<file path="config.mk">
export PLATFORM = sky130hd
export DESIGN_NAME = buzzer_tone_generator
export DESIGN_NICKNAME = d
export VERILOG_FILES = /design/src/logic/tone_pkg.sv /design/src/logic/tone_waveform.sv /design/src/logic/burst_sequencer.sv /design/src/logic/buzzer_tone_generator.sv
export SDC_FILE = /design/constraint.sdc
export NUM_CORES = 1
export LEC_CHECK = 0
export BUFFER_PORTS_ARGS = -buffer_cell sky130_fd_sc_hd__buf_2
export CAP_MARGIN = 5
export CORE_MARGIN = 3
export CORE_UTILIZATION = 53
export DETAILED_ROUTE_END_ITERATION = 7
export GPL_TIMING_DRIVEN = 0
export PLACE_DENSITY_LB_ADDON = 0.25
export SYNTH_ARGS = -nofsm -noshare
export SYNTH_HDL_FRONTEND = slang
export SYNTH_SLANG_ARGS = --single-unit
</file>
<file path="constraint.sdc">
create_clock -name pclk -period 2.6 [get_ports pclk]
set_input_delay 0 -clock pclk [delete_from_list [all_inputs] [get_ports pclk]]
set_output_delay 0 -clock pclk [all_outputs]
set_load 0.05 [all_outputs]
</file>
<file path="src/logic/tone_pkg.sv">
// constants shared by the buzzer tone generator files
package tone_pkg;

  // ==========================================================
  // register indices (byte address is four times the index)
  // ==========================================================
  localparam logic [15:0] IDX_TONE_OUTPUT_ENVELOPE_CTRL = 16'hFF6C;
  localparam logic [15:0] IDX_SINGLE_BURST_CTRL         = 16'hFF6D;
  localparam logic [15:0] IDX_TONE_FREQUENCY_SELECT     = 16'hFF6E;
  localparam logic [15:0] IDX_TONE_DUTY_SELECT          = 16'hFF6F;
  localparam int          ADDR_W                        = 18;

  // ==========================================================
  // field positions
  // ==========================================================
  localparam int BIT_OUTPUT_ENABLE   = 0;
  localparam int BIT_ENVELOPE_ACTIVE = 1;
  localparam int BIT_ENVELOPE_RESTART = 2;
  localparam int BIT_STEP_TIME_SEL   = 3;
  localparam int BIT_BURST_LENGTH    = 0;
  localparam int BIT_BURST_TRIGGER   = 1;
  localparam int BIT_BURST_STOP      = 2;

  // ==========================================================
  // reset values
  // ==========================================================
  localparam logic [3:0] RST_CTRL = 4'h0;
  localparam logic [2:0] RST_CODE = 3'h0;

  // ==========================================================
  // timing, in half oscillator cycles and 256 Hz ticks
  // ==========================================================
  localparam int OSC_HZ          = 32768;
  localparam int SLOT_HZ         = 256;
  localparam int HALF_PER_SLOT   = 2 * OSC_HZ / SLOT_HZ;
  localparam int SLOT_NS         = 1000000000 / SLOT_HZ;
  localparam int BURST_SHORT_NS  = 31250000;
  localparam int BURST_LONG_NS   = 125000000;
  localparam int STEP_SHORT_NS   = 62500000;
  localparam int STEP_LONG_NS    = 125000000;
  localparam logic [5:0] BURST_SHORT_SLOTS = 6'(BURST_SHORT_NS / SLOT_NS);
  localparam logic [5:0] BURST_LONG_SLOTS  = 6'(BURST_LONG_NS / SLOT_NS);
  localparam logic [5:0] STEP_SHORT_SLOTS  = 6'(STEP_SHORT_NS / SLOT_NS);
  localparam logic [5:0] STEP_LONG_SLOTS   = 6'(STEP_LONG_NS / SLOT_NS);
  localparam logic [2:0] LEVEL_MAX = 3'h0;
  localparam logic [2:0] LEVEL_MIN = 3'h7;

  // burst sequencer states
  typedef enum logic [1:0] {
    BURST_IDLE  = 2'b00,
    BURST_ARMED = 2'b01,
    BURST_RUN   = 2'b10,
    BURST_STOP  = 2'b11
  } burst_state_t;

endpackage : tone_pkg

</file>
<file path="src/logic/tone_waveform.sv">
// period counter producing the raw tone square wave
`timescale 1ns/1ps
module tone_waveform
  import tone_pkg::*;
(
  input  wire logic       pclk,
  input  wire logic       presetn,
  input  wire logic       half_tick,
  input  wire logic [2:0] tone_frequency_code,
  input  wire logic [2:0] tone_duty_level,
  output logic            wave_active
);

  // period in half oscillator cycles: 16,20,24,28 then doubled
  function automatic logic [5:0] period_half(input logic [2:0] code);
    logic [5:0] base;
    base = 6'(16 + 4 * code[1:0]);
    period_half = code[2] ? 6'(base << 1) : base;
  endfunction : period_half

  // active half cycles: numerator scaled to the period
  function automatic logic [5:0] active_half(input logic [2:0] code,
                                             input logic [2:0] level);
    logic [4:0] num;
    num = code[1] ? 5'(12 - level) : 5'(8 - level);
    active_half = code[2] ? {num, 1'b0} : {1'b0, num};
  endfunction : active_half

  logic [5:0] phase_reg;
  logic [2:0] freq_reg;
  logic [2:0] duty_reg;

  // ==========================================================
  // period counter, selects latched only at the boundary
  // ==========================================================
  always_ff @(posedge pclk or negedge presetn)
  begin
    if (!presetn)
    begin
      phase_reg <= 6'h00;
      freq_reg  <= RST_CODE;
      duty_reg  <= RST_CODE;
    end
    else if (half_tick)
    begin
      if (phase_reg >= period_half(freq_reg) - 6'h01)
      begin
        phase_reg <= 6'h00;
        freq_reg  <= tone_frequency_code;
        duty_reg  <= tone_duty_level;
      end
      else
        phase_reg <= phase_reg + 6'h01;
    end
  end

  // active phase sits at the start of each period
  assign wave_active = phase_reg < active_half(freq_reg, duty_reg);

endmodule : tone_waveform

</file>
<file path="src/logic/burst_sequencer.sv">
// one-shot burst timing aligned to the 256 Hz slot tick
`timescale 1ns/1ps
module burst_sequencer
  import tone_pkg::*;
(
  input  wire logic pclk,
  input  wire logic presetn,
  input  wire logic slot_tick,
  input  wire logic trigger,
  input  wire logic stop,
  input  wire logic tone_output_enable,
  input  wire logic burst_length_select,
  output logic      burst_busy,
  output logic      burst_sounding
);

  burst_state_t state_reg;
  logic [5:0]   left_reg;
  logic         retrig_reg;
  logic         go;
  logic [5:0]   length;

  // continuous output blocks new triggers
  assign go     = trigger && !tone_output_enable;
  assign length = burst_length_select ? BURST_LONG_SLOTS
                                      : BURST_SHORT_SLOTS;

  // ==========================================================
  // state machine: start and end only on slot ticks
  // ==========================================================
  always_ff @(posedge pclk or negedge presetn)
  begin
    if (!presetn)
    begin
      state_reg  <= BURST_IDLE;
      left_reg   <= 6'h00;
      retrig_reg <= 1'b0;
    end
    else
    begin
      case (state_reg)
        BURST_IDLE:
          if (go)
            state_reg <= BURST_ARMED;
        BURST_ARMED:
          if (stop && !go)
            state_reg <= BURST_IDLE;
          else if (slot_tick)
          begin
            state_reg  <= BURST_RUN;
            left_reg   <= length;
            retrig_reg <= 1'b0;
          end
        BURST_RUN:
        begin
          // a retrigger reloads the length at the next slot tick
          if (go)
            retrig_reg <= 1'b1;
          if (stop && !go)
            state_reg <= BURST_STOP;
          else if (slot_tick)
          begin
            if (retrig_reg || go)
            begin
              left_reg   <= length;
              retrig_reg <= 1'b0;
            end
            else if (left_reg <= 6'h01)
              state_reg <= BURST_IDLE;
            else
              left_reg <= left_reg - 6'h01;
          end
        end
        BURST_STOP:
          if (go)
          begin
            state_reg  <= BURST_RUN;
            retrig_reg <= 1'b1;
          end
          else if (slot_tick)
            state_reg <= BURST_IDLE;
        default:
          state_reg <= BURST_IDLE;
      endcase
    end
  end

  assign burst_busy     = state_reg != BURST_IDLE;
  assign burst_sounding = state_reg == BURST_RUN ||
                          state_reg == BURST_STOP;

endmodule : burst_sequencer

</file>
<file path="src/logic/buzzer_tone_generator.sv">
// buzzer tone generator top: apb registers, envelope and pin drive
// Functional notes
// Output enable set drives the tone waveform onto the pin continuously.
// Output enable clear holds the pin at its inactive high level; the code still drives the tone onto the pin while a burst sounds.
// Three-bit frequency code selects one of eight tone frequencies.
// Duty level sets active fraction; numerators 8..1 or 12..5.
// With envelope on, the envelope sequencer overrides the duty level; the code does so only while output enable is set, not during a burst.
// Writing one to envelope restart returns duty to level one.
// Restart ignored if envelope off and no tone; zero does nothing.
// Write-only bits and unused bits read back as zero.
// Envelope enable applies the decaying duty envelope during output.
// Step time select gives 125 or 62.5 ms per level, seven steps.
// Burst length select gives 125 or 31.25 ms bursts only.
// Writing one to trigger starts a self-ending burst; zero does nothing.
// Triggers are accepted only while output enable is zero.
// A trigger during a burst restarts its length timing.
// Trigger bit reads one while busy, zero when ready.
// Stop ends an active burst early; otherwise stop writes do nothing.
// Reset clears all control fields and burst status.
// Waveform runs free of the enable, so gating may glitch.
// All timing is divided from the low-speed oscillator input.
// Envelope starts at level one, steps to level eight, then holds.
// Burst start and end align to an internal 256 Hz tick.
// Period counter reloads at 8..28 oscillator cycles in half units.
// Frequency and duty writes take effect at the period boundary.
`timescale 1ns/1ps
module buzzer_tone_generator
  import tone_pkg::*;
#(
  parameter bit ACTIVE_LOW = 1'b1
)
(
  input  wire logic              pclk,
  input  wire logic              presetn,
  input  wire logic              psel,
  input  wire logic              penable,
  input  wire logic              pwrite,
  input  wire logic [ADDR_W-1:0] paddr,
  input  wire logic [31:0]       pwdata,
  output logic [31:0]            prdata,
  output logic                   pready,
  output logic                   pslverr,
  input  wire logic              low_speed_oscillator,
  output logic                   tone_output_pin
);

  // ==========================================================
  // register state
  // ==========================================================
  logic       tone_output_enable_reg;
  logic       envelope_active_reg;
  logic       envelope_step_time_select_reg;
  logic       burst_length_select_reg;
  logic [2:0] tone_frequency_code_reg;
  logic [2:0] tone_duty_level_reg;
  logic [2:0] env_level_reg;
  logic [5:0] step_cnt_reg;
  logic       osc_prev_reg;
  logic [7:0] slot_cnt_reg;
  logic       slot_tick_reg;
  logic [31:0] prdata_reg;
  logic       pready_reg;
  logic       pslverr_reg;
  logic       pin_reg;

  logic       half_tick;
  logic       wave_active;
  logic       burst_busy;
  logic       burst_sounding;
  logic       wr_access;
  logic       sounding;
  logic       hit;
  logic [2:0] reg_sel;
  logic [2:0] duty_applied;
  logic       restart_req;
  logic       trigger_req;
  logic       stop_req;
  logic [3:0] read_value;
  logic [5:0] step_len;

  // map a byte address onto a register number, 4 when unmapped
  function automatic logic [2:0] decode(input logic [ADDR_W-1:0] a);
    logic [15:0] idx;
    idx = a[ADDR_W-1:2];
    if (a[1:0] != 2'b00)
      decode = 3'h4;
    else if (idx == IDX_TONE_OUTPUT_ENVELOPE_CTRL)
      decode = 3'h0;
    else if (idx == IDX_SINGLE_BURST_CTRL)
      decode = 3'h1;
    else if (idx == IDX_TONE_FREQUENCY_SELECT)
      decode = 3'h2;
    else if (idx == IDX_TONE_DUTY_SELECT)
      decode = 3'h3;
    else
      decode = 3'h4;
  endfunction : decode

  // ==========================================================
  // apb slave: no wait states, answer registered from setup
  // ==========================================================
  assign reg_sel   = decode(paddr);
  assign hit       = reg_sel != 3'h4;
  assign wr_access = psel && penable && pready_reg && pwrite && hit;

  // reads show live state; write-only and unused bits are zero
  always_comb
  begin
    case (reg_sel)
      3'h0: read_value = {envelope_step_time_select_reg, 1'b0,
                          envelope_active_reg,
                          tone_output_enable_reg};
      3'h1: read_value = {2'b00, burst_busy,
                          burst_length_select_reg};
      3'h2: read_value = {1'b0, tone_frequency_code_reg};
      3'h3: read_value = {1'b0, tone_duty_level_reg};
      default: read_value = 4'h0;
    endcase
  end

  // answer flops; pready rises in the access cycle of each transfer
  always_ff @(posedge pclk or negedge presetn)
  begin
    if (!presetn)
    begin
      pready_reg       <= 1'b0;
      pslverr_reg      <= 1'b0;
      prdata_reg       <= 32'h0000_0000;
    end
    else
    begin
      pready_reg       <= psel && !penable;
      pslverr_reg      <= psel && !penable && !hit;
      if (psel && !penable && !pwrite)
        prdata_reg <= {28'h000_0000, read_value};
      else
        prdata_reg <= 32'h0000_0000;
    end
  end

  assign prdata  = prdata_reg;
  assign pready  = pready_reg;
  assign pslverr = pslverr_reg;

  // ==========================================================
  // control registers
  // ==========================================================
  always_ff @(posedge pclk or negedge presetn)
  begin
    if (!presetn)
    begin
      tone_output_enable_reg        <= RST_CTRL[0];
      envelope_active_reg           <= RST_CTRL[0];
      envelope_step_time_select_reg <= RST_CTRL[0];
      burst_length_select_reg       <= RST_CTRL[0];
      tone_frequency_code_reg       <= RST_CODE;
      tone_duty_level_reg           <= RST_CODE;
    end
    else if (wr_access)
    begin
      case (reg_sel)
        3'h0:
        begin
          tone_output_enable_reg        <= pwdata[BIT_OUTPUT_ENABLE];
          envelope_active_reg           <= pwdata[BIT_ENVELOPE_ACTIVE];
          envelope_step_time_select_reg <= pwdata[BIT_STEP_TIME_SEL];
        end
        3'h1: burst_length_select_reg <= pwdata[BIT_BURST_LENGTH];
        3'h2: tone_frequency_code_reg <= pwdata[2:0];
        3'h3: tone_duty_level_reg     <= pwdata[2:0];
        default: tone_duty_level_reg  <= tone_duty_level_reg;
      endcase
    end
  end

  // command strobes from write-only bits; writing zero does nothing
  assign restart_req = wr_access && reg_sel == 3'h0 &&
                       pwdata[BIT_ENVELOPE_RESTART];
  assign trigger_req = wr_access && reg_sel == 3'h1 &&
                       pwdata[BIT_BURST_TRIGGER];
  assign stop_req    = wr_access && reg_sel == 3'h1 &&
                       pwdata[BIT_BURST_STOP];

  // ==========================================================
  // oscillator edges and 256 Hz slot tick
  // ==========================================================
  // both oscillator edges count, giving half-cycle duty resolution
  assign half_tick = low_speed_oscillator ^ osc_prev_reg;

  always_ff @(posedge pclk or negedge presetn)
  begin
    if (!presetn)
    begin
      osc_prev_reg  <= 1'b0;
      slot_cnt_reg  <= 8'h00;
      slot_tick_reg <= 1'b0;
    end
    else
    begin
      osc_prev_reg  <= low_speed_oscillator;
      slot_tick_reg <= 1'b0;
      if (half_tick)
      begin
        if (slot_cnt_reg == 8'(HALF_PER_SLOT - 1))
        begin
          slot_cnt_reg  <= 8'h00;
          slot_tick_reg <= 1'b1;
        end
        else
          slot_cnt_reg <= slot_cnt_reg + 8'h01;
      end
    end
  end

  // ==========================================================
  // digital envelope
  // ==========================================================
  assign step_len = envelope_step_time_select_reg ? STEP_LONG_SLOTS
                                                  : STEP_SHORT_SLOTS;

  // level one on output start or accepted restart, then decay and hold
  always_ff @(posedge pclk or negedge presetn)
  begin
    if (!presetn)
    begin
      env_level_reg <= LEVEL_MAX;
      step_cnt_reg  <= 6'h00;
    end
    else if (!tone_output_enable_reg ||
             (restart_req &&
              (envelope_active_reg || sounding)))
    begin
      env_level_reg <= LEVEL_MAX;
      step_cnt_reg  <= 6'h00;
    end
    else if (envelope_active_reg && slot_tick_reg)
    begin
      if (step_cnt_reg >= step_len - 6'h01)
      begin
        step_cnt_reg <= 6'h00;
        if (env_level_reg != LEVEL_MIN)
          env_level_reg <= env_level_reg + 3'h1;
      end
      else
        step_cnt_reg <= step_cnt_reg + 6'h01;
    end
  end

  // the burst never carries an envelope
  assign duty_applied = (envelope_active_reg && tone_output_enable_reg)
                        ? env_level_reg : tone_duty_level_reg;

  // ==========================================================
  // tone waveform and burst sequencer
  // ==========================================================
  tone_waveform u_wave (
    .pclk                (pclk),
    .presetn             (presetn),
    .half_tick           (half_tick),
    .tone_frequency_code (tone_frequency_code_reg),
    .tone_duty_level     (duty_applied),
    .wave_active         (wave_active)
  );

  burst_sequencer u_burst (
    .pclk                (pclk),
    .presetn             (presetn),
    .slot_tick           (slot_tick_reg),
    .trigger             (trigger_req),
    .stop                (stop_req),
    .tone_output_enable  (tone_output_enable_reg),
    .burst_length_select (burst_length_select_reg),
    .burst_busy          (burst_busy),
    .burst_sounding      (burst_sounding)
  );

  assign sounding = tone_output_enable_reg || burst_sounding;

  // ==========================================================
  // pin drive
  // ==========================================================
  // the waveform free-runs, so gating can cut a period short
  always_ff @(posedge pclk or negedge presetn)
  begin
    if (!presetn)
      pin_reg <= ACTIVE_LOW;
    else if (sounding)
      pin_reg <= wave_active ^ ACTIVE_LOW;
    else
      pin_reg <= ACTIVE_LOW;
  end

  assign tone_output_pin = pin_reg;

endmodule : buzzer_tone_generator

</file>
==> results.sh, run 1 <==
export IMPL_cap_viol_max_count=0
export IMPL_ys_types=62
export IMPL_finalCritPeriodShare=0.912
export IMPL_synthesis_yosys_warnings=0
export IMPL_timing_critical_path_fanout_max=10
export IMPL_areaGrowthSynthToFinish_pct=19.7
export IMPL_tightest_slew_ns=0.722
export IMPL_sequential_cell_area_sq_um=1430
export IMPL_grt_usage=0.206
export IMPL_clkLatencyLatePin_ns=0.34
export IMPL_cp_top_family="multiplexers"
export IMPL_std_cell_rows=29
export IMPL_critPathArrivalTime_ns=2.59
export IMPL_worstPathCellList="mux2i_1, ha_1, ha_1, a21oi_1, o21ai_2, nand2_1, mux2_2"
export IMPL_critical_path_class="flop to flop"
export IMPL_tritoncts_num_buffers=9
export IMPL_post_route_cells_drive_above_1_share=0.255
export IMPL_combined_area_of_the_multi_input_logic_cells_sq_um=1920
export IMPL_clk_pin_slew_ns=0.07
export IMPL_max_ffs_per_register=8
export IMPL_via_per_inst=5.39
export IMPL_finalWorstPathRequiredPeriod_ns=2.37
export IMPL_grt_setup_unrepaired="no"
export IMPL_grt_antenna_before_repair=0
export IMPL_initial_core_util=0.551
export IMPL_most_frequent_standard_cell_in_the_layout_excluding_fill_and_tap_cells="sky130_fd_sc_hd__dfrtp_1"
export IMPL_synth_edf_count=0
export IMPL_grt_max_degree=58
export IMPL_detail_route_antenna_nets=0
export IMPL_cts_root_buf="sky130_fd_sc_hd__clkbuf_8"
export IMPL_seq_area_frac_synth=0.405
export IMPL_asyncSetResetFlopFracSynth=1.00
export IMPL_timing_clock_skew_ns=0.0106
export IMPL_crit_path_start_kind="flop"
export IMPL_post_layout_nonfiller_instances=516
export IMPL_drt_pass1_iterations=5
export IMPL_htree_num_levels=3
export IMPL_power_density_nw_per_um2=610
export IMPL_layout_common_cells="sky130_fd_sc_hd__dfrtp_1 (56), sky130_fd_sc_hd__nand2_1 (31), sky130_fd_sc_hd__buf_2 (31)"
export IMPL_gp_congestion=0.811
export IMPL_synthesis_area_per_instance_sq_um=9.89
export IMPL_ys_top_cells_by_area="sky130_fd_sc_hd__dfrtp_1 (40%), sky130_fd_sc_hd__ha_1 (6.8%), sky130_fd_sc_hd__buf_4 (6.0%)"
export IMPL_worst_setup_timing_slack_at_the_placement_stage_ns=-0.0116
export IMPL_dp_cells=492
export IMPL_syn_instance_count=356
export IMPL_n_antenna_cell=0
export IMPL_status="completed"
export IMPL_total_power_mw=2.57
export IMPL_maxClockFrequency_mhz=422
export IMPL_buffer_ports_inserted=32
export IMPL_setup_violations=0
export IMPL_final_fill_count=532
export IMPL_final_critical_path_setup_slack_ns=0.228
export IMPL_die_height_um=87.5
export IMPL_drtIter0Drc=80
export IMPL_timing_critical_path_slowest_cell_delay_ns=0.51
export IMPL_routedWlPerCell_um=13.6
export IMPL_die_width_um=87.5
export IMPL_drt_wl_total_um=7020
export IMPL_cp_end_kind="flop"
export IMPL_drv_slew=0
export IMPL_floorplan_die_area_sq_um=7660
export IMPL_grt_first_pass_wirelength_um=12500
export IMPL_utilization=0.660
export IMPL_min_delay_path_class="input port to flop"
export IMPL_worst_ir_drop_vdd_uv=511
export IMPL_worst_path_required_time_ns=2.82
export IMPL_timing_critical_path_mode_cell="sky130_fd_sc_hd__ha_1"
export IMPL_synth_flop_cell="sky130_fd_sc_hd__dfrtp_1"
export IMPL_detailroute_via_count=2783
export IMPL_ios=91
export IMPL_critPathSlowestCell="sky130_fd_sc_hd__dfrtp_1"
export IMPL_hpwlAfterDp_um=5070
export IMPL_cts_tree="built"
export IMPL_globalRoute_totalOverflow=0
export IMPL_floorplan_core_area_sq_um=6390
export IMPL_number_of_global_route_vias_before_repair=2752
export IMPL_postSynthRegisterBits=57
export IMPL_final_hold_violation_count=0
export IMPL_clock_tree_buffer_depth=2
export IMPL_cts_sink_count=57
export IMPL_nets=509
export IMPL_power_static_leakage_nw=2.01
export IMPL_timing_slew_headroom=0.515
export IMPL_netlist_area_leader_share=0.398
export IMPL_cp_num_buf_inv=0
export IMPL_mappedNetlistArea_sq_um=3520
export IMPL_post_route_drc_count=0
export IMPL_post_synth_top_area_cell="sky130_fd_sc_hd__dfrtp_1"
[final cells by class]
cell class              instances  share of cell area
multi-input cells             281               0.457
flip-flops and latches         57               0.339
repair buffers                 41              0.0600
plain buffers                  32              0.0534
clock buffers                  11              0.0335
clock inverters                 5              0.0243
well taps                      77              0.0229
inverters                      12              0.0107
[Yosys cell counts, drive strengths merged (2+ instances only)]
cell type / count
a211oi: 3
a21o: 2
a21oi: 18
a2bb2oi: 2
and2: 5
and2b: 2
and3: 7
and4: 2
buf: 28
clkbuf: 5
dfrtp: 56
ha: 19
inv: 12
mux2: 14
mux2i: 11
mux4: 2
nand2: 31
nand2b: 9
nand3: 10
nand3b: 3
nand4: 9
nand4b: 2
nor2: 26
nor3: 6
nor3b: 2
nor4: 7
o21ai: 25
o221ai: 2
o2bb2ai: 2
o31ai: 2
o41ai: 2
or2: 2
or4: 2
xnor2: 8
xor2: 3
[metal layers]
metal | GRT usage | up-vias | part of all wire
met2 | 0.332 | 80 | 0.46
met1 | 0.276 | 1300 | 0.47
met3 | 0.0473 | 10 | 0.058
met5 | 0 | - | 0
met4 | 0.0628 | 0 | 0.012
li1 | - | 1393 | -
[power breakdown]
part           switching [mW]  total (mW)  leakage [nW]  internal, mW
logic                   0.283       0.479          1.13         0.196
registers               0.101        1.07         0.757         0.968
clock network           0.364        1.03         0.120         0.661
total                   0.749        2.57          2.01          1.82
[worst register-to-register path: cells and delay by family, from the launching register on]
kind,cells,cell delay [ns]
flip-flops,1,0.51
multiplexers,2,0.59
AO/OA/AOI/OAI,2,0.35
adder cells (fa/ha/maj),2,0.55
AND/OR/NAND/NOR,1,0.26
[repair_timing]
item / 4_1_cts / 5_1_grt
hold endpoints to repair: 70 / 0
hold buffers: 9 / 0
resized for setup: 1 / 0
buffers inserted: 0 / 0
endpoints found under the setup margin: 3 / 6
[path summary, 6_finish.rpt]
| path | end | slack, ns | cells after the start | startpoint |
|---|---|---|---|---|
| setup / recovery | u_wave.freq_reg[0] | 0.23 | 7 | u_wave.freq_reg[2] |
| hold / removal | pslverr | 0.02 | 3 | penable |
| setup reg to reg | u_wave.freq_reg[0] | 0.23 | 7 | u_wave.freq_reg[2] |
| hold reg to reg | slot_cnt_reg[6] | 0.47 | 1 | slot_cnt_reg[6] |
| max in group asynchronous | tone_frequency_code_reg[0] | 1.88 | 2 | presetn |
| min in group asynchronous | slot_cnt_reg[7] | 0.25 | 2 | presetn |
[through the flow]
step | hold slack [ns] | setup TNS, ns | area (sq um)
2_1_floorplan | -0.296 | 0 | 3620
3_3_place_gp | 0.154 | 0 | 3880
3_5_place_dp | 0.162 | -0.0338 | 3880
4_1_cts | 0.00781 | 0 | 4220
5_1_grt | 0.0326 | 0 | 4220
6_report | 0.0198 | 0 | 4220
[kinds of logic after synthesis]
| group | count (synthesis) | share of synthesized area |
|---|---|---|
| DFF | 57 | 0.405 |
| xor gates and xnor gates | 11 | 0.0274 |
| buffers and inverters | 45 | 0.0778 |
| other | 1 | 0.00107 |
| AOI/OAI and AO/OA | 66 | 0.124 |
| muxes | 27 | 0.0888 |
| and+or+nand+nor | 130 | 0.208 |
| adders and majority gates | 19 | 0.0675 |
Power figures use the tool's default switching activity.
==> run 2, diff against run 1 <==
--- a/config.mk
+++ b/config.mk
@@ -7,6 +7,7 @@
 export LEC_CHECK = 0
 export BUFFER_PORTS_ARGS = -buffer_cell sky130_fd_sc_hd__buf_2
 export CAP_MARGIN = 5
+export CORE_ASPECT_RATIO = 0.6
 export CORE_MARGIN = 3
 export CORE_UTILIZATION = 53
 export DETAILED_ROUTE_END_ITERATION = 7
==> results.sh, run 2 (synthesis results as in run 1) <==
export IMPL_critPathArrivalTime_ns=2.57
export IMPL_hold_slack_ns=0.0233
export IMPL_worst_path_required_time_ns=2.82
export IMPL_min_delay_path_class="input port to flop"
export IMPL_post_route_cells_drive_above_1_share=0.253
export IMPL_globalRoute_totalOverflow=0
export IMPL_power_density_nw_per_um2=549
export IMPL_grt_antenna_before_repair=0
export IMPL_utilization=0.662
export IMPL_cp_top_family="multiplexers"
export IMPL_hold_start="penable"
export IMPL_power_static_leakage_nw=1.98
export IMPL_routedWlPerCell_um=14.2
export IMPL_maxClockFrequency_mhz=426
export IMPL_layout_common_cells="sky130_fd_sc_hd__dfrtp_1 (56), sky130_fd_sc_hd__nand2_1 (31), sky130_fd_sc_hd__buf_2 (31)"
export IMPL_detailroute_via_count=2900
export IMPL_grt_setup_unrepaired="no"
export IMPL_drt_pass1_iterations=4
export IMPL_initial_core_util=0.561
export IMPL_tightest_slew_ns=0.895
export IMPL_floorplan_core_area_sq_um=6280
export IMPL_drtIter0Drc=250
export IMPL_die_height_um=69.1
export IMPL_sequential_cell_area_sq_um=1430
export IMPL_dp_cells=499
export IMPL_cp_num_buf_inv=0
export IMPL_grt_first_pass_wirelength_um=12500
export IMPL_cap_viol_max_count=0
export IMPL_post_layout_nonfiller_instances=523
export IMPL_grt_max_degree=58
export IMPL_regToRegEndpoint="u_wave.freq_reg[0]"
export IMPL_critical_path_cell_count=7
export IMPL_drv_slew=0
export IMPL_die_width_um=111
export IMPL_worst_r2r_setup_slack_ns=0.25
export IMPL_timing_clock_skew_ns=0.00482
export IMPL_cts_tree="built"
export IMPL_tritoncts_num_buffers=9
export IMPL_setup_violations=0
export IMPL_gp_congestion=0.913
export IMPL_cts_root_buf="sky130_fd_sc_hd__clkbuf_8"
export IMPL_ios=91
export IMPL_critical_path_class="flop to flop"
export IMPL_total_power_mw=2.28
export IMPL_number_of_global_route_vias_before_repair=2666
export IMPL_std_cell_rows=22
export IMPL_htree_num_levels=3
export IMPL_grt_usage=0.198
export IMPL_final_hold_violation_count=0
export IMPL_n_antenna_cell=0
export IMPL_worstPathCellList="mux2i_1, ha_1, ha_1, a21oi_1, o21ai_2, nand2_1, mux2_2"
export IMPL_hpwlAfterDp_um=5530
export IMPL_nets=509
export IMPL_max_ffs_per_register=8
export IMPL_via_per_inst=5.54
export IMPL_floorplan_die_area_sq_um=7690
export IMPL_worstHoldPathCells=3
export IMPL_most_frequent_standard_cell_in_the_layout_excluding_fill_and_tap_cells="sky130_fd_sc_hd__dfrtp_1"
export IMPL_worst_r2r_cell_count=7
export IMPL_critPathSlowestCell="sky130_fd_sc_hd__dfrtp_1"
export IMPL_areaGrowthSynthToFinish_pct=18.0
export IMPL_timing_critical_path_slowest_cell_delay_ns=0.54
export IMPL_final_critical_path_setup_slack_ns=0.251
export IMPL_clkLatencyLatePin_ns=0.33
export IMPL_post_cts_setup_buffers=0
export IMPL_timing_slew_headroom=0.398
export IMPL_hold_path_endpoint="pslverr"
export IMPL_status="completed"
export IMPL_combined_area_of_the_multi_input_logic_cells_sq_um=1920
export IMPL_crit_path_start_kind="flop"
export IMPL_drt_wl_total_um=7450
export IMPL_worst_ir_drop_vdd_uv=281
export IMPL_timing_critical_path_mode_cell="sky130_fd_sc_hd__ha_1"
export IMPL_timing_critical_path_fanout_max=10
export IMPL_worstReg2RegStart="u_wave.freq_reg[2]"
export IMPL_cp_end_kind="flop"
export IMPL_post_route_drc_count=0
export IMPL_detail_route_antenna_nets=0
export IMPL_finalCritPeriodShare=0.904
export IMPL_clock_tree_buffer_depth=2
export IMPL_buffer_ports_inserted=32
export IMPL_cts_sink_count=57
export IMPL_finalWorstPathRequiredPeriod_ns=2.35
export IMPL_clk_pin_slew_ns=0.06
export IMPL_worst_setup_timing_slack_at_the_placement_stage_ns=-0.0126
export IMPL_final_fill_count=513
[run 2: stage by stage]
| stage | area, sq um | setup TNS [ns] |
|---|---|---|
| detailed placement | 3890 | -0.0260 |
| CTS | 4150 | 0 |
| global placement | 3890 | 0 |
| global route | 4150 | 0 |
| floorplan | 3620 | 0 |
| finish | 4150 | 0 |
[run 2: tightest hold or removal path: stages]
cell and delay (ns):
sky130_fd_sc_hd__buf_2 0.09, sky130_fd_sc_hd__nand2b_1 0.16, sky130_fd_sc_hd__nor2_1 0.06
[run 2: area by class of cell]
| type | instances | area share |
|---|---|---|
| clock inverters | 3 | 0.00361 |
| plain buffers | 32 | 0.0542 |
| inverters | 12 | 0.0108 |
| clock buffers | 13 | 0.0383 |
| multi-input cells | 281 | 0.463 |
| flip-flops and latches | 57 | 0.344 |
| well taps | 84 | 0.0253 |
| repair buffers | 41 | 0.0608 |
[run 2: how the worst max path moves through the flow]
| stage | to | slack [ns] | start |
|---|---|---|---|
| 5_1_grt | u_wave.freq_reg[0] | 0.07 | u_wave.freq_reg[2] |
| 3_5_place_dp | u_wave.freq_reg[0] | -0.01 | u_wave.freq_reg[2] |
| 6_report | u_wave.freq_reg[0] | 0.25 | u_wave.freq_reg[2] |
| 2_1_floorplan | u_wave.freq_reg[0] | 0.34 | u_wave.freq_reg[2] |
| 3_3_place_gp | u_wave.freq_reg[2] | 0.005 | u_wave.freq_reg[2] |
| 4_1_cts | u_wave.freq_reg[0] | 0.12 | u_wave.freq_reg[2] |
[run 2: where the power goes]
part	internal, mW	switching [mW]	total (mW)
Clock	0.393	0.339	0.732
Sequential	0.968	0.0977	1.07
Combinational	0.195	0.289	0.485
Total	1.56	0.726	2.28
[run 2: timing repair]
| item | in CTS | in global routing |
|---|---|---|
| hold buffers | 9 | 0 |
| endpoints found under the hold margin | 69 | 0 |
| setup endpoints to repair | 3 | 3 |
| resized for setup | 0 | 1 |
[run 2: routing by layer]
layer | part of all wire | track usage | vias to the layer above
met2 | 0.42 | 0.278 | 119
li1 | - | - | 1391
met5 | 0 | 0 | -
met3 | 0.083 | 0.0632 | 10
met4 | 0.010 | 0.0459 | 0
met1 | 0.49 | 0.298 | 1380
